===== config.mk =====
export PLATFORM = sky130hd
export DESIGN_NAME = eif_top
export DESIGN_NICKNAME = d
export VERILOG_FILES = /design/src/eif_pkg.sv /design/src/eif_sync.sv /design/src/eif_filter.sv /design/src/eif_top.sv
export SDC_FILE = /design/constraint.sdc
export NUM_CORES = 1
export LEC_CHECK = 0
export ABC_AREA = 1
export BUFFER_PORTS_ARGS = -buffer_cell sky130_fd_sc_hd__buf_2
export CORE_ASPECT_RATIO = 1.4
export CORE_MARGIN = 2
export CORE_UTILIZATION = 39
export DETAILED_ROUTE_END_ITERATION = 8
export GPL_TIMING_DRIVEN = 0
export PLACE_DENSITY = 0.67
export SLEW_MARGIN = 25
export SYNTH_ARGS = -nofsm -noshare
export SYNTH_HDL_FRONTEND = slang
export SYNTH_HIERARCHICAL = 1
export SYNTH_SLANG_ARGS = --single-unit

===== constraint.sdc =====
create_clock -name ref_clk -period 2.35 [get_ports ref_clk]
set_input_delay 0.235 -clock ref_clk [delete_from_list [all_inputs] [get_ports ref_clk]]
set_output_delay 0.235 -clock ref_clk [all_outputs]
set_load 0.01 [all_outputs]

===== src/eif_pkg.sv =====
/*
 Package for the external interrupt input filter: control register map,
 field positions, reset value and noise rejection counts.
 Assumes a 10 MHz high-frequency clock and an 8-bit register port.
*/
package eif_pkg;
   // ----------------------------------------------------------------
   // Register map
   // ----------------------------------------------------------------
   localparam logic [15:0] EIF_CTRL_ADDR = 16'h0037;
   localparam logic [7:0] EIF_CTRL_RESET = 8'h00;
   localparam int EIF_NC1_BIT = 7;   // Noise window select, input one
   localparam int EIF_PFS0_BIT = 6;  // Pin function select, input zero
   localparam int EIF_ES3_BIT = 3;
   localparam int EIF_ES2_BIT = 2;
   localparam int EIF_ES1_BIT = 1;
   localparam logic [7:0] EIF_CTRL_MASK = 8'hce;

   // ----------------------------------------------------------------
   // Sources and timing
   // ----------------------------------------------------------------
   localparam int EIF_NSRC = 5;     // Index 0..4 = inputs 0,1,2,3,5
   localparam int EIF_CW = 7;
   // Rejection windows in high-frequency clock periods
   localparam logic [6:0] EIF_REJ_ZF = 7'h02;   // Inputs zero and five
   localparam logic [6:0] EIF_REJ_ONE_L = 7'h3f;  // Input one, window sel 0
   localparam logic [6:0] EIF_REJ_ONE_S = 7'h0f;  // Input one, window sel 1
   localparam logic [6:0] EIF_REJ_TT = 7'h07;   // Inputs two and three
   // Slow mode: two consecutive low-frequency samples
   localparam logic [6:0] EIF_REJ_SLOW = 7'h02;
   // Latch set latency bound beyond qualification, in fc periods
   localparam int EIF_LAT_EXTRA = 6;
endpackage


===== src/eif_sync.sv =====
/*
 Two-stage synchroniser for one interrupt pin.
 Assumes the pin idles high; the stages reset to one.
*/
`timescale 1ns/1ps
module eif_sync
   import eif_pkg::*;
(
   input wire logic ref_clk,
   input wire logic rst_n,
   input wire logic pin,
   output logic pin_sync
);
   logic meta;

   // ----------------------------------------------------------------
   // Synchroniser; first stage feeds only the second
   // ----------------------------------------------------------------
   always_ff @(posedge ref_clk or negedge rst_n)
   begin
      if (!rst_n)
      begin
         meta <= 1'b1;
         pin_sync <= 1'b1;
      end
      else
      begin
         meta <= pin;
         pin_sync <= meta;
      end
   end
endmodule


===== src/eif_filter.sv =====
/*
 Digital noise rejection filter for one synchronised pin.
 Assumes lf_tick is a one-cycle enable at the low-frequency clock rate.
*/
`timescale 1ns/1ps
module eif_filter
   import eif_pkg::*;
(
   input wire logic ref_clk,
   input wire logic rst_n,
   input wire logic pin_sync,
   input wire logic slow_mode,
   input wire logic lf_tick,
   input wire logic [6:0] fast_window,
   output logic level,
   output logic rise,
   output logic fall
);
   logic [6:0] cnt;
   wire step = !slow_mode || lf_tick;
   wire [6:0] window = slow_mode ? EIF_REJ_SLOW : fast_window;
   wire [6:0] cnt_inc = cnt + 7'h01;
   wire differs = pin_sync != level;
   wire accept = differs && step && (cnt_inc >= window);

   // ----------------------------------------------------------------
   // Level follows pin only after it held for the full window
   // ----------------------------------------------------------------
   // A window change takes effect on the next compare, well inside 2^6 fc
   always_ff @(posedge ref_clk or negedge rst_n)
   begin
      if (!rst_n)
      begin
         cnt <= 7'h00;
         level <= 1'b1;
         rise <= 1'b0;
         fall <= 1'b0;
      end
      else
      begin
         rise <= accept && pin_sync;   // RQ1
         fall <= accept && !pin_sync;  // RQ1
         if (!differs || accept)
            cnt <= 7'h00;
         else if (step)
            cnt <= cnt_inc;            // RQ5 RQ6 RQ7 RQ8
         if (accept)
            level <= pin_sync;         // RQ14
      end
   end

   // ----------------------------------------------------------------
   // Checks
   // ----------------------------------------------------------------
   chk_count_bound: assert property (@(posedge ref_clk) disable iff (!rst_n) // RQ1
      cnt < window || $changed(window))
      else $error("filter count ran past its window");
   chk_slow_tick: assert property (@(posedge ref_clk) disable iff (!rst_n) // RQ8
      $changed(level) && $past(slow_mode) |-> $past(lf_tick))
      else $error("slow filter moved without a low-frequency tick");
   chk_min_width: assert property (@(posedge ref_clk) disable iff (!rst_n) // RQ5
      $changed(level) && !$past(slow_mode) |-> $past(pin_sync, 2) == $past(pin_sync))
      else $error("filter accepted a single-cycle pulse");
   chk_edge_pulse: assert property (@(posedge ref_clk) disable iff (!rst_n) // RQ18
      $fell(level) |-> fall && !rise)
      else $error("falling edge pulse missing");
endmodule


===== src/eif_top.sv =====
/*
 External interrupt input filter: five pin inputs, per-pin noise filters,
 edge selection, the control register and the five interrupt latches.
 Assumes pins are asynchronous, the register port is the SFR strobe port
 of the core, and acceptance pulses come from the CPU sequencer.
*/
// Operation
// [RQ1] Five external inputs, each with its own noise rejection filter.
// [RQ2] Inputs one to three pick edge polarity; zero and five falling only.
// [RQ3] Shared pin zero leaves reset as a port bit, not an interrupt.
// [RQ4] With function select 0, falling edges on pin zero never set its latch; here one still in its filter when the select goes to 1 sets it.
// [RQ5] Fast mode: inputs zero, five reject under 2, accept 7 periods.
// [RQ6] Fast mode: input one rejects under 15 or 63, accepts 49 or 193.
// [RQ7] Fast mode: inputs two, three reject under 7, accept 25 periods.
// [RQ8] Slow and sleep: reject under one low period, accept 3.5.
// [RQ9] Input one window select: 0 gives 63 periods, 1 gives 15.
// [RQ10] Edge select 0 means rising edge, 1 means falling edge.
// [RQ11] Function select 0 is port bit, 1 is interrupt; software sets input.
// [RQ12] Clean edge sets latch within qualification time plus 6 periods.
// [RQ13] Pin data or direction changes may fake requests; software masks.
// [RQ14] New input one window in force within 2^6 periods of write.
// [RQ15] Software masks interrupts while switching clocks or rewriting control.
// [RQ16] Software avoids read-modify-write on latches and write-only registers.
// [RQ17] Acceptance clears the accepted source's latch.
// [RQ18] Pins are synchronised before measuring and edge detection.
// [RQ19] Latch holds until accepted; request needs master and own enable.
`timescale 1ns/1ps
module eif_top
   import eif_pkg::*;
(
   input wire logic ref_clk,
   input wire logic rst_n,
   input wire logic ext_irq_zero,
   input wire logic ext_irq_one,
   input wire logic ext_irq_two,
   input wire logic ext_irq_three,
   input wire logic ext_irq_five,
   input wire logic slow_mode,
   input wire logic lf_tick,
   input wire logic [15:0] sfr_addr,
   input wire logic sfr_wr,
   input wire logic sfr_rd,
   input wire logic [7:0] sfr_wdata,
   output logic [7:0] sfr_rdata,
   output logic sfr_hit,
   input wire logic master_irq_enable_flag,
   input wire logic [4:0] interrupt_enable_register,
   input wire logic [4:0] irq_accept,
   output logic [4:0] interrupt_latch,
   output logic [4:0] irq_request,
   output logic irq_zero_pin_function_sel
);
   // ----------------------------------------------------------------
   // Control register
   // ----------------------------------------------------------------
   logic [7:0] external_interrupt_control;
   wire ctrl_sel = sfr_addr == EIF_CTRL_ADDR;
   wire ctrl_wr = sfr_wr && ctrl_sel;
   wire [7:0] next_ctrl = sfr_wdata & EIF_CTRL_MASK;
   wire irq_one_noise_window_sel = external_interrupt_control[EIF_NC1_BIT];
   wire pfs_zero = external_interrupt_control[EIF_PFS0_BIT];
   wire irq_one_edge_sel = external_interrupt_control[EIF_ES1_BIT];
   wire irq_two_edge_sel = external_interrupt_control[EIF_ES2_BIT];
   wire irq_three_edge_sel = external_interrupt_control[EIF_ES3_BIT];

   // Reset value clears the function select so the pin starts as a port
   always_ff @(posedge ref_clk or negedge rst_n)
   begin
      if (!rst_n)
         external_interrupt_control <= EIF_CTRL_RESET;   // RQ3
      else if (ctrl_wr)
         external_interrupt_control <= next_ctrl;        // RQ11
   end

   // Read data registered; unused bits read as zero
   wire [7:0] next_rdata = (sfr_rd && ctrl_sel) ? external_interrupt_control : 8'h00;
   always_ff @(posedge ref_clk or negedge rst_n)
   begin
      if (!rst_n)
      begin
         sfr_rdata <= 8'h00;
         sfr_hit <= 1'b0;
         irq_zero_pin_function_sel <= 1'b0;
      end
      else
      begin
         sfr_rdata <= next_rdata;
         sfr_hit <= (sfr_rd || sfr_wr) && ctrl_sel;
         irq_zero_pin_function_sel <= ctrl_wr ? next_ctrl[EIF_PFS0_BIT] : pfs_zero;
      end
   end

   // ----------------------------------------------------------------
   // Per-source windows and edge choice
   // ----------------------------------------------------------------
   // Window select 0 gives the long window
   wire [6:0] win_one = irq_one_noise_window_sel ? EIF_REJ_ONE_S : EIF_REJ_ONE_L; // RQ9
   wire [4:0] pins = {ext_irq_five, ext_irq_three, ext_irq_two, ext_irq_one, ext_irq_zero};
   wire [6:0] windows [EIF_NSRC];
   assign windows[0] = EIF_REJ_ZF;    // RQ5
   assign windows[1] = win_one;       // RQ6
   assign windows[2] = EIF_REJ_TT;    // RQ7
   assign windows[3] = EIF_REJ_TT;    // RQ7
   assign windows[4] = EIF_REJ_ZF;    // RQ5
   // Edge select 1 = falling; zero and five are fixed falling
   wire [4:0] use_fall = {1'b1, irq_three_edge_sel, irq_two_edge_sel,
                          irq_one_edge_sel, 1'b1};  // RQ2 RQ10

   // ----------------------------------------------------------------
   // Synchronisers and filters
   // ----------------------------------------------------------------
   wire [4:0] pin_sync;
   wire [4:0] lvl;
   wire [4:0] rise;
   wire [4:0] fall;
   genvar g;
   generate
      for (g = 0; g < EIF_NSRC; g++)
      begin : g_src
         eif_sync u_sync (
            .ref_clk(ref_clk),
            .rst_n(rst_n),
            .pin(pins[g]),
            .pin_sync(pin_sync[g])
         );  // RQ18
         eif_filter u_filt (
            .ref_clk(ref_clk),
            .rst_n(rst_n),
            .pin_sync(pin_sync[g]),
            .slow_mode(slow_mode),
            .lf_tick(lf_tick),
            .fast_window(windows[g]),
            .level(lvl[g]),
            .rise(rise[g]),
            .fall(fall[g])
         );  // RQ1 RQ8
      end
   endgenerate

   // ----------------------------------------------------------------
   // Interrupt latches and requests
   // ----------------------------------------------------------------
   // Source zero only counts while its pin is in interrupt function
   // Port-mode edges on pin zero are dropped, but one still in its filter when the select goes to 1 can set the latch
   wire [4:0] src_gate = {4'hf, pfs_zero};                                 // RQ4 RQ13
   wire [4:0] qual_edge = ((fall & use_fall) | (rise & ~use_fall)) & src_gate; // RQ2
   // A set in the same cycle as an accept wins, so no edge is lost
   wire [4:0] next_latch = (interrupt_latch & ~irq_accept) | qual_edge;   // RQ17 RQ19
   wire [4:0] next_request = master_irq_enable_flag ?
                             (next_latch & interrupt_enable_register) : 5'h00; // RQ19

   // Latches set two fc after the filter accepts, within the 6 fc margin
   always_ff @(posedge ref_clk or negedge rst_n)
   begin
      if (!rst_n)
      begin
         interrupt_latch <= 5'h00;
         irq_request <= 5'h00;
      end
      else
      begin
         interrupt_latch <= next_latch;   // RQ12
         irq_request <= next_request;
      end
   end

   // ----------------------------------------------------------------
   // Checks
   // ----------------------------------------------------------------
   chk_reset_port: assert property (@(posedge ref_clk) disable iff (!rst_n) // RQ3
      $rose(pfs_zero) |-> $past(ctrl_wr) && $past(sfr_wdata[EIF_PFS0_BIT]))
      else $error("pin zero became interrupt without a write");
   chk_zero_gated: assert property (@(posedge ref_clk) disable iff (!rst_n) // RQ4
      fall[0] && !pfs_zero && !interrupt_latch[0] |=> !interrupt_latch[0])
      else $error("latch zero set while pin is a port bit");
   chk_edge_polarity: assert property (@(posedge ref_clk) disable iff (!rst_n) // RQ10
      $rose(interrupt_latch[1]) |->
         $past(irq_one_edge_sel ? fall[1] : rise[1]))
      else $error("input one latched on the wrong edge");
   chk_latch_set: assert property (@(posedge ref_clk) disable iff (!rst_n) // RQ12
      $fell(lvl[4]) |=> interrupt_latch[4])
      else $error("input five edge did not set its latch in time");
   chk_accept_clear: assert property (@(posedge ref_clk) disable iff (!rst_n) // RQ17
      irq_accept[2] && !qual_edge[2] |=> !interrupt_latch[2])
      else $error("accepted latch not cleared");
   chk_latch_hold: assert property (@(posedge ref_clk) disable iff (!rst_n) // RQ19
      interrupt_latch[3] && !irq_accept[3] |=> interrupt_latch[3])
      else $error("latch dropped without acceptance");
   chk_request_gate: assert property (@(posedge ref_clk) disable iff (!rst_n) // RQ19
      irq_request[1] |-> $past(master_irq_enable_flag)
         && $past(interrupt_enable_register[1]) && interrupt_latch[1])
      else $error("request without enables and latch");
   chk_window_one: assert property (@(posedge ref_clk) disable iff (!rst_n) // RQ9
      windows[1] == (irq_one_noise_window_sel ? 7'h0f : 7'h3f))
      else $error("input one window does not follow its select");
endmodule


==> summary.md, run 1 <==
The worst register-to-register path ends at g_src[2].u_filt/rise$_DFF_PN0_. For this design the static power due to leakage is 0.00348 uW. The run gives 0 as the final number of hold-violating endpoints. For the worst path required time, the log shows 2.63 ns.

Summing all placed instances gives a cell area of 5650 um2. The tool flagged a number of max-cap violations equal to 0. The initial antenna violation count is 0, and the switching fraction of total power is 0.335. Using the TritonRoute via totals, the vias-per-cell ratio works out to 4.54. The reg-to-reg setup timing slack came out at 0.21 ns. The area growth from synthesis to layout came out at 20.8%. For the global-route track usage on met3, the log shows 0.0283. The detail route stage leaves a number of antenna-violating nets equal to 0. The logic gate share of total power is 0.289.

The pre-CTS setup slack is 0.185 ns. The worst setup path is of the reg2reg kind. The run gives 6 as the warning count from the yosys run. The logs give 0.116 ns for the minimum hold slack and 4133 for the total number of vias. For the sequential group share of total power, the log shows 0.382.

Met1 capacity usage during global routing: 0.185. Data arrives at the worst endpoint at 2.42 ns. TritonCTS built the clock tree.

Based on the critical path, the design can be clocked at up to 467 MHz. The share of post-route cells with drive strength above 1 was 0.190. The cell area that synthesis handed to floorplanning was 5010 um2.

Measured in cells, the most critical reg-to-reg path has a length of 13. Across the VDD grid, the largest voltage drop is 0.441 mV. The number of global-route vias before repair was 3957.

In this run the power spent charging and discharging nets is 1540 uW. Most heavily used metal layer in global routing: met2. The number of antenna diodes in the final layout is 0. Of all nets on the critical path, the largest fanout is 8. The longest clock path from root to sink contains 2 buffers. The first global-routing pass estimated 17.2 mm of wire. The logs give 12700 um2 for the core box area and 0.824 for the global placement routability congestion. Share of total power in the clock network: 0.329.

The run gives 0 as the overall overflow remaining after global route. The first-iteration detailed-routing DRC count was 90; the fraction of the cycle the final worst path needs was 0.912. The critical hold path startpoint is interrupt_enable_register[1].

The met2 usage came out at 0.277. Dividing the synthesized area by the synthesized cell count gives 7.80 um2. The tools report the endpoint class of the critical path as a register. For this run, the post-layout net count is 839.

Fill cells in the final layout number 1253. The tools report the clock root buffer as sky130_fd_sc_hd__clkbuf_16. The H-tree was split into 3 levels. In this run the post-CTS setup repair buffer count came out at 0. For this run, the detailed router's first-pass iteration total came to 4. The number of cells on the worst hold path was 3; the number of design rule violations left after detail routing was 0. The type of the worst min-delay path is in2reg. Power spread over the standard cell area amounts to 757 nW/um2. The number of buffer cells added on primary ports was 59. Setup violations remaining at the end of the flow were counted as 0. Across the routed clock network, the largest skew measured is 0.00514 ns. After layout, the minimum clock period comes to 2.14 ns. The logs give 10.0 mm for the total wire length and 0.155 for the total global-route track usage.

The run finished with clean final reports. The design draws 4580 uW. For the count of pins on the block boundary, the log shows 66. Counting every instance in the synthesized netlist gives 642. The tools report the final HPWL from detailed placement as 7.72 mm.

The sort of element at the start of the critical path was a register. Final core area utilization: 0.477. The tools report the number of pins exceeding their max-slew limit in the final report as 0. The die is 99.8 um wide. The average routed wire per standard cell works out to 11.0 um.

The clock-pin slew on the worst setup and hold paths works out to 0.06 ns. Entering global routing, the biggest net connects 53 pins. The clock reaches the later pin of the worst-skew pair after 0.34 ns. Initial standard-cell utilization of the core: 0.395. The initialized floorplan defines 49 standard-cell rows. The die is 138 um tall. Number of sinks driven by the clock tree: 80. For hold timing, the worst endpoint is irq_request[1]$_DFF_PN0_. The area enclosed by the die boundary was 13800 um2. The worst register-to-register path begins at g_src[2].u_filt/cnt[0]$_DFFE_PN0P_. Setup slack closes at 0.208 ns. The internal portion of the total power is 3040 uW. The finished cells cover 6050 um2.

In this run, CTS created clock tree buffers numbering 9.
critical path: stages, from the launching register on:
cell                       delay (ns)
sky130_fd_sc_hd__dfrtp_1         0.48
sky130_fd_sc_hd__ha_2            0.27
sky130_fd_sc_hd__nand3_1         0.10
sky130_fd_sc_hd__xor2_1          0.16
sky130_fd_sc_hd__clkinv_1        0.12
sky130_fd_sc_hd__ha_1            0.30
sky130_fd_sc_hd__inv_1           0.06
sky130_fd_sc_hd__nor2_4          0.11
sky130_fd_sc_hd__nand2_2         0.07
sky130_fd_sc_hd__nor2_4          0.14
sky130_fd_sc_hd__nor2_4          0.08
sky130_fd_sc_hd__nor2_1          0.08
sky130_fd_sc_hd__nand2_1         0.07
sky130_fd_sc_hd__inv_1           0.06
power by group through the flow:
stage / sequential, uW / clock, uW / combinational, uW
6_report: 1750 / 1510 / 1320
5_1_grt: 1780 / 1600 / 1540
4_1_cts: 1750 / 1550 / 1330
3_5_place_dp: 1770 / 0 / 1310
3_3_place_gp: 1770 / 0 / 1280
2_1_floorplan: 1740 / 0 / 1020
stage by stage:
step | TNS, ns | instances
floorplan | 0 | 676
global placement | 0 | 888
detailed placement | 0 | 889
CTS | 0 | 911
global route | -0.0195 | 911
finish | 0 | 911
cells in the final DEF, fill, tap and decap left out:
cell type,instances
sky130_fd_sc_hd__o21ai_0,4
sky130_fd_sc_hd__buf_2,58
sky130_fd_sc_hd__dfstp_2,15
sky130_fd_sc_hd__nor2_4,18
sky130_fd_sc_hd__dlygate4sd3_1,6
sky130_fd_sc_hd__clkinv_1,1
sky130_fd_sc_hd__ha_2,1
sky130_fd_sc_hd__clkinvlp_4,2
sky130_fd_sc_hd__clkbuf_1,1
sky130_fd_sc_hd__xnor2_2,5
sky130_fd_sc_hd__nand4_1,35
sky130_fd_sc_hd__nor2_1,45
sky130_fd_sc_hd__clkbuf_16,9
sky130_fd_sc_hd__clkbuf_8,1
sky130_fd_sc_hd__a22oi_1,1
sky130_fd_sc_hd__nand2_1,233
sky130_fd_sc_hd__a21oi_4,1
sky130_fd_sc_hd__nand3b_1,1
sky130_fd_sc_hd__inv_2,8
sky130_fd_sc_hd__a21oi_1,6
sky130_fd_sc_hd__nand3_1,17
sky130_fd_sc_hd__bufinv_16,2
sky130_fd_sc_hd__o211ai_1,3
sky130_fd_sc_hd__o21ai_2,5
sky130_fd_sc_hd__buf_16,1
sky130_fd_sc_hd__dfrtp_1,65
sky130_fd_sc_hd__inv_1,100
sky130_fd_sc_hd__nand2_2,2
sky130_fd_sc_hd__buf_4,4
sky130_fd_sc_hd__o21ai_1,6
sky130_fd_sc_hd__ha_1,39
sky130_fd_sc_hd__nor2_2,3
sky130_fd_sc_hd__nand3_2,4
sky130_fd_sc_hd__xnor2_1,5
sky130_fd_sc_hd__conb_1,36
sky130_fd_sc_hd__clkinv_2,1
sky130_fd_sc_hd__xor2_1,10
sky130_fd_sc_hd__nor2_8,1
sky130_fd_sc_hd__a21oi_2,3
metal layers:
metal,share of wire,vias up
li1,-,2191
met1,0.44,1860
met2,0.51,69
met3,0.034,13
met4,0.018,0
met5,0,-
sequential cells by signal, indices dropped and copies added (netlist names):
register                    flops
external_interrupt_control      5
interrupt_latch                 5
g_src.u_sync/meta               5
sfr_rdata                       5
g_src.u_filt/fall               5
g_src.u_filt/rise               3
g_src.u_filt/cnt               35
irq_request                     5
g_src.u_sync/pin_sync           5
irq_zero_pin_function_sel       1
g_src.u_filt/level              5
sfr_hit                         1
how the worst max path moves through the flow:
stage                     cells past startpoint                                 to  slack (ns)                          startpoint
after detailed placement                     13     g_src[2].u_filt/rise$_DFF_PN0_        0.18  g_src[2].u_filt/cnt[0]$_DFFE_PN0P_
after floorplan                              13  g_src[2].u_filt/level$_DFFE_PN1P_        0.39  g_src[2].u_filt/cnt[0]$_DFFE_PN0P_
after CTS                                    13     g_src[2].u_filt/rise$_DFF_PN0_        0.15  g_src[2].u_filt/cnt[0]$_DFFE_PN0P_
final                                        13     g_src[2].u_filt/rise$_DFF_PN0_        0.21  g_src[2].u_filt/cnt[0]$_DFFE_PN0P_
after global placement                       13  g_src[2].u_filt/level$_DFFE_PN1P_        0.20  g_src[2].u_filt/cnt[0]$_DFFE_PN0P_
after global routing                         13  g_src[2].u_filt/level$_DFFE_PN1P_       -0.01  g_src[2].u_filt/cnt[0]$_DFFE_PN0P_
layout make-up:
| type | count | area [um2] | area share |
|---|---|---|---|
| inverters | 109 | 409 | 0.0676 |
| flip-flops and latches | 80 | 2020 | 0.334 |
| clock buffers | 11 | 243 | 0.0401 |
| multi-input cells | 484 | 2700 | 0.446 |
| repair buffers | 66 | 385 | 0.0637 |
| clock inverters | 5 | 80.1 | 0.0132 |
| plain buffers | 3 | 22.5 | 0.00372 |
| well taps | 153 | 191 | 0.0317 |
timing repair:
| action | CTS | global route |
|---|---|---|
| hold buffers | 6 | 0 |
| gates resized for setup | 0 | 3 |
| setup endpoints to repair | 0 | 8 |
| endpoints found under the hold margin | 29 | 0 |
No activity file was read; power rests on OpenSTA's default activity.
==> run 2: changes to the inputs <==
CORE_ASPECT_RATIO = 0.5   (was 1.4)
==> summary.md, run 2 (same netlist as run 1, synthesis figures left out) <==
Fraction of the cycle the final worst path needs: 0.908. The largest register by flop count was g_src.u_filt/cnt. Counting along the longest clock path gives a buffer depth of 2. For the data arrival time at the worst-slack endpoint, the log shows 2.41 ns. 66 I/O pins were placed. The largest fanout on the critical path was 8; the max-cap violation count was 0.

Type of the worst min-delay path: in2reg. The number of nets in the final layout is 839, and the number of pins exceeding their max-slew limit in the final report is 0. Counting I/O delays and the setup requirement, the final critical path takes 2.13 ns. The most common cell after layout, fill and taps aside was sky130_fd_sc_hd__nand2_1.

Once detailed placement completed, the half-perimeter wirelength came to 7.48 mm. The tools report the first-pass GRT wire length as 17.1 mm. VDD sags by at most 0.410 mV. The power density relative to cell area is 743 nW/um2, and the global placement routability congestion is 0.799.

After clock tree synthesis, the setup repair step added 0 buffers. For the number of routed nets with antenna violations, the log shows 0. The repair_antennas step left the layout with diodes totalling 0. Setup repair after global routing could not meet its margin everywhere. The number of core rows is 29, and the core box area is 12600 um2. After clock tree synthesis, the clock-pin slew on the worst setup and hold paths is 0.06 ns.

Clock skew on the completed layout was measured at 0.00475 ns. In the layout the commonest cells are sky130_fd_sc_hd__nand2_1 (233), sky130_fd_sc_hd__inv_1 (100), sky130_fd_sc_hd__dfrtp_1 (64), sky130_fd_sc_hd__buf_2 (58), sky130_fd_sc_hd__nor2_1 (46). The logs give 0 ns for the setup TNS and 0 for the initial antenna violation count. For the worst setup path, the data required time is 2.63 ns. The floorplan step set the die width to 164 um. The final number of hold-violating endpoints was 0.

Dividing the detail-routed via count by the number of cells gives 4.45. The register with the most flip-flops in the layout has 35 of them. Share of post-route cells with drive strength above 1: 0.190. The cell occurring most often along the worst timing path is sky130_fd_sc_hd__nor2_4. The flow ran to the end, and the final reports show no timing, DRC or antenna violations. The run gives 0.645 as the normalized max-slew margin. The cell family contributing the most delay on the critical path was simple AND/OR/NAND/NOR gates.

Summed over all layers, the global routing overflow is 0. Compared with the post-synthesis result, the final layout area differs by 20.5%. The total global-route track usage is 0.153. The die is 84.1 um tall.

After detailed routing, the average wire length per cell comes to 10.3 um. STA classifies the critical path endpoint as a register. The maximum clock rate was 469 MHz; the number of buffer cells added on primary ports was 59. After the first detailed-routing iteration, the DRC count stood at 145. The tools report the number of sinks driven by the clock tree as 80. Type of the worst setup path: reg2reg. At the pin with the least slew margin, the transition time is 0.533 ns.

In the routed design, unresolved DRC markers number 0. Clock latency of the later-clocked register in the worst-skew pair: 0.33 ns. TritonCTS created 9 clock buffers. Before CTS, the worst setup slack after placement is 0.200 ns. Together, buffers and inverters on the worst path number 2. The die covers 13800 um2.

The tools report the number of setup violations in the final report as 0. The largest net degree at the start of global routing was 42. Summed over all cells, the static leakage comes to 0.00348 uW. The tools report the number of global-route vias before repair as 3983. TritonCTS built the clock tree.

For the number of detailed-route iterations in the first pass, the log shows 4. The critical path goes through ha_1 > nand3_1 > xor2_1 > clkinv_1 > ha_1 > inv_1 > nor2_4 > nand2_2 > nor2_4 > nor2_4 > nor2_1 > nand2_1 > nand2_1. Total number of vias: 4133. The final layout contains routed wiring with a total length of 9.59 mm. The largest single stage delay on the critical path is 0.45 ns. STA classifies the critical path startpoint as a register. The tools report the initial standard-cell utilization of the core as 0.398. After layout, the worst setup slack is 0.217 ns. The tree is rooted in a sky130_fd_sc_hd__clkbuf_16. Summing internal, switching and leakage power gives 4490 uW. The slowest stage of the critical path belongs to the cell sky130_fd_sc_hd__dfrtp_2.

CTS built an H-tree with a depth of 3.
run 2: changes by cell type in the layout (fill, tap and decap cells not counted), sizes merged:
cell    delta
clkinv     +1
bufinv     -1
run 2: cell type report:
class,instances,area (um2)
flip-flops and latches,80,2020
plain buffers,3,22.5
repair buffers,66,378
clock buffers,11,253
clock inverters,5,55.1
well taps,170,213
inverters,109,409
multi-input cells,484,2680
fillers,1220,6560
run 2: path summary, 6_finish.rpt:
kind | start | to | slack [ns] | depth (start not counted)
max | g_src[2].u_filt/cnt[0]$_DFFE_PN0P_ | g_src[2].u_filt/level$_DFFE_PN1P_ | 0.22 | 13
min | interrupt_enable_register[1] | irq_request[1]$_DFF_PN0_ | 0.12 | 3
max reg2reg | g_src[2].u_filt/cnt[0]$_DFFE_PN0P_ | g_src[2].u_filt/level$_DFFE_PN1P_ | 0.22 | 13
min reg2reg | g_src[0].u_sync/meta$_DFF_PN1_ | g_src[0].u_sync/pin_sync$_DFF_PN1_ | 0.35 | 0
max in group asynchronous | rst_n | g_src[4].u_filt/level$_DFFE_PN1P_ | 1.26 | 3
min in group asynchronous | rst_n | irq_request[2]$_DFF_PN0_ | 0.42 | 2
run 2: what timing repair did:
item / in CTS / in global routing
endpoints found under the hold margin: 35 / 0
resized for setup: 0 / 1
hold buffers: 6 / 0
endpoints found under the setup margin: 0 / 3
run 2: report_power, final:
part | switching, uW | leakage (uW) | internal, uW
registers | 171 | 0.00105 | 1580
clock network | 533 | 0.000148 | 876
logic | 824 | 0.00227 | 503
total | 1530 | 0.00347 | 2960
run 2: metrics by stage:
stage,cells,utilization,hold WS (ns),cell area (um2)
after floorplan,676,-,-0.0606,5140
after global placement,905,0.448,0.341,5640
after detailed placement,906,0.450,0.257,5670
after CTS,928,0.479,0.107,6030
after global routing,928,0.479,0.138,6040
final,928,0.479,0.118,6040
run 2: per-layer routing:
metal,GRT usage,part of all wire,vias up
li1,-,-,2189
met1,0.182,0.46,1895
met2,0.275,0.49,35
met3,0.0346,0.026,14
met4,0.0510,0.022,0
met5,0,0,-
run 2: worst register-to-register path, cell delays in order (launching register included):
cell	delay (ns)
sky130_fd_sc_hd__dfrtp_2	0.45
sky130_fd_sc_hd__ha_1	0.26
sky130_fd_sc_hd__nand3_1	0.11
sky130_fd_sc_hd__xor2_1	0.17
sky130_fd_sc_hd__clkinv_1	0.12
sky130_fd_sc_hd__ha_1	0.31
sky130_fd_sc_hd__inv_1	0.06
sky130_fd_sc_hd__nor2_4	0.11
sky130_fd_sc_hd__nand2_2	0.07
sky130_fd_sc_hd__nor2_4	0.13
sky130_fd_sc_hd__nor2_4	0.08
sky130_fd_sc_hd__nor2_1	0.09
sky130_fd_sc_hd__nand2_1	0.07
sky130_fd_sc_hd__nand2_1	0.06
==> run 3: changes to the inputs <==
REMOVE_ABC_BUFFERS = 1   (was default)
==> summary.md, run 3 (same netlist as run 1, synthesis figures left out) <==
The run finished with clean final reports. The number of global-route vias before repair is 4019. For the total number of vias, the log shows 4102. Once placement completed, the tool counted placed cells totaling 903. Counting buffers and inverters, the worst setup path is 12 cells deep. After detailed routing, the number of remaining DRC violations is 0. The logs give 0 for the initial antenna violation count and 29 for the number of core rows.

The worst register-to-register path ends at g_src[1].u_filt/cnt[0]$_DFFE_PN0P_. The cell occurring most often along the worst timing path is sky130_fd_sc_hd__nand2_1. TritonCTS built the clock tree. For the number of detailed-route iterations in the first pass, the log shows 4. CTS placed an instance of sky130_fd_sc_hd__clkbuf_16 at the clock tree root. The launch instance of the worst register-to-register path was g_src[1].u_filt/cnt[0]$_DFFE_PN0P_. The worst setup path is captured at a register. The register area was 2020 um2. The path with the worst hold slack has its endpoint at irq_request[3]$_DFF_PN0_. The largest fanout on the critical path works out to 6.

The type of the worst min-delay path is in2reg. The data arrival time at the worst-slack endpoint was 2.41 ns; the number of setup violations in the final report was 0. The max-cap violation count is 0, and the area growth from synthesis to layout is 20.5%. Number of cells on the worst hold path: 3. Share of post-route cells with drive strength above 1: 0.188. In this design, the largest share of critical-path delay is due to adder cells. Final HPWL from detailed placement: 7.54 mm. The die span in x was 164 um.

On the critical path, the stage with the largest delay is an instance of sky130_fd_sc_hd__dfrtp_1. The die covers 13800 um2. Number of pins exceeding their max-slew limit in the final report: 0. The via-per-instance ratio was 4.43. Time the worst path needs with I/O delays and setup: 2.14 ns. In this run the static leakage power is 0.00347 uW. Measured along the y axis, the die boundary spans 84.1 um. The clock-pin slew on the worst setup and hold paths is 0.06 ns, and the fraction of the cycle the final worst path needs is 0.910. The register with the most flip-flops in the layout has 35 of them. The clock tree buffer depth is 2. Excluding fillers, the count of instances in the completed layout stands at 925. Static timing analysis puts the maximum clock frequency at 468 MHz. In this run, CTS created clock tree buffers numbering 9. Entering global routing, the biggest net connects 48 pins. g_src.u_filt/cnt holds more flip-flops than any other register.

The library cell used most frequently in the layout, excluding fill and tap cells, is sky130_fd_sc_hd__nand2_1. The number of sinks driven by the clock tree is 80, and the total global-route track usage is 0.156. The final layout contains 836 nets. The type of the worst setup path is reg2reg. Antenna diode count: 0.

The largest voltage drop on the vdd net was 0.364 mV; the number of routed nets with antenna violations was 0. For the power consumption, the log shows 4570 uW. The first-iteration detailed-routing DRC count was 144; the area of the multi-input gates was 2690 um2.

During placement, the flow inserted port buffers numbering 59. The power density relative to cell area is 757 nW/um2. The setup TNS was 0 ns. The final number of hold-violating endpoints is 0, and the total number of H-tree levels is 3.

Once the clock tree was built, the setup fixing pass inserted 0 buffers. Overall overflow remaining after global route: 0. Leaving out fill and tap cells, the most frequent cells in the layout are sky130_fd_sc_hd__nand2_1 (233), sky130_fd_sc_hd__inv_1 (100), sky130_fd_sc_hd__dfrtp_1 (64), sky130_fd_sc_hd__buf_2 (58), sky130_fd_sc_hd__nor2_1 (46).

For the global placement routability congestion, the log shows 0.791. The tools report the critical hold path startpoint as interrupt_enable_register[3]. The tools report the worst path required time as 2.62 ns. The signal on the critical path passes through ha_1 > nand3_1 > xor2_1 > inv_1 > ha_1 > nand2_1 > nand2_1 > nand2_1 > nand2_1 > a21oi_2 > nand2_1 > o21ai_2.

The total wire length is 9.63 mm. Setup repair after global routing left no endpoint under its margin. For the initial standard-cell utilization of the core, the log shows 0.398.

The tools report the sort of element at the start of the critical path as a register. For the final database, setup skew stands at 0.00703 ns. The first global-routing pass estimated 17.3 mm of wire. After floorplanning, the core was sized to cover 12600 um2. The worst reg-to-reg path cell count is 12, and the clock latency of the later-clocked register in the worst-skew pair is 0.34 ns. The filler cells instantiated in the layout total 1198. The average routed wire per standard cell was 10.4 um; the count of pins on the block boundary was 66. In this design, the stage delay of the slowest critical-path cell is 0.45 ns. The total buffers and inverters traversed by the critical path is 1. The reg-to-reg setup timing slack is 0.21 ns.
run 3: how the worst max path moves through the flow:
stage                                  startpoint                                 end
2_1_floorplan  g_src[2].u_filt/cnt[0]$_DFFE_PN0P_   g_src[2].u_filt/level$_DFFE_PN1P_
5_1_grt        g_src[1].u_filt/cnt[0]$_DFFE_PN0P_  g_src[1].u_filt/cnt[0]$_DFFE_PN0P_
3_3_place_gp   g_src[2].u_filt/cnt[0]$_DFFE_PN0P_   g_src[2].u_filt/level$_DFFE_PN1P_
4_1_cts        g_src[2].u_filt/cnt[0]$_DFFE_PN0P_   g_src[2].u_filt/level$_DFFE_PN1P_
6_report       g_src[1].u_filt/cnt[0]$_DFFE_PN0P_  g_src[1].u_filt/cnt[0]$_DFFE_PN0P_
3_5_place_dp   g_src[2].u_filt/cnt[0]$_DFFE_PN0P_   g_src[2].u_filt/level$_DFFE_PN1P_
run 3: tightest hold or removal path, cell delays in order:
cell and delay, ns:
sky130_fd_sc_hd__buf_2 0.07, sky130_fd_sc_hd__nand3_1 0.06, sky130_fd_sc_hd__inv_1 0.05
run 3: repair_timing:
action / CTS / global route
resized for setup: 0 / 2
hold endpoints to repair: 29 / 0
hold buffers: 6 / 0
endpoints found under the setup margin: 0 / 2
run 3: stage by stage:
| stage | instance area [um2] | setup WS (ns) | utilization | hold WS, ns |
|---|---|---|---|---|
| final | 6040 | 0.211 | 0.479 | 0.116 |
| after global routing | 6040 | 0.0260 | 0.479 | 0.113 |
| after CTS | 6030 | 0.181 | 0.479 | 0.103 |
| after detailed placement | 5650 | 0.209 | 0.449 | 0.224 |
| after global placement | 5620 | 0.245 | 0.446 | 0.339 |
| after floorplan | 5110 | 0.390 | - | -0.0606 |
run 3: area by class of cell:
class                   count  area share
clock inverters             7      0.0158
clock buffers               9      0.0373
flip-flops and latches     80       0.335
inverters                 109      0.0678
multi-input cells         484       0.445
well taps                 170      0.0352
repair buffers             66      0.0638
run 3: routing by layer:
metal / routed length [um] / vias to the layer above / GRT usage
met1: 4350 / 1862 / 0.189
li1: - / 2182 / -
met2: 4860 / 44 / 0.269
met5: 0 / - / 0
met4: 139 / 0 / 0.0470
met3: 282 / 14 / 0.0464
run 3: report_power, final:
part / switching [uW] / internal (uW)
clock: 564 / 931
sequential: 173 / 1580
combinational: 813 / 507
total: 1550 / 3020
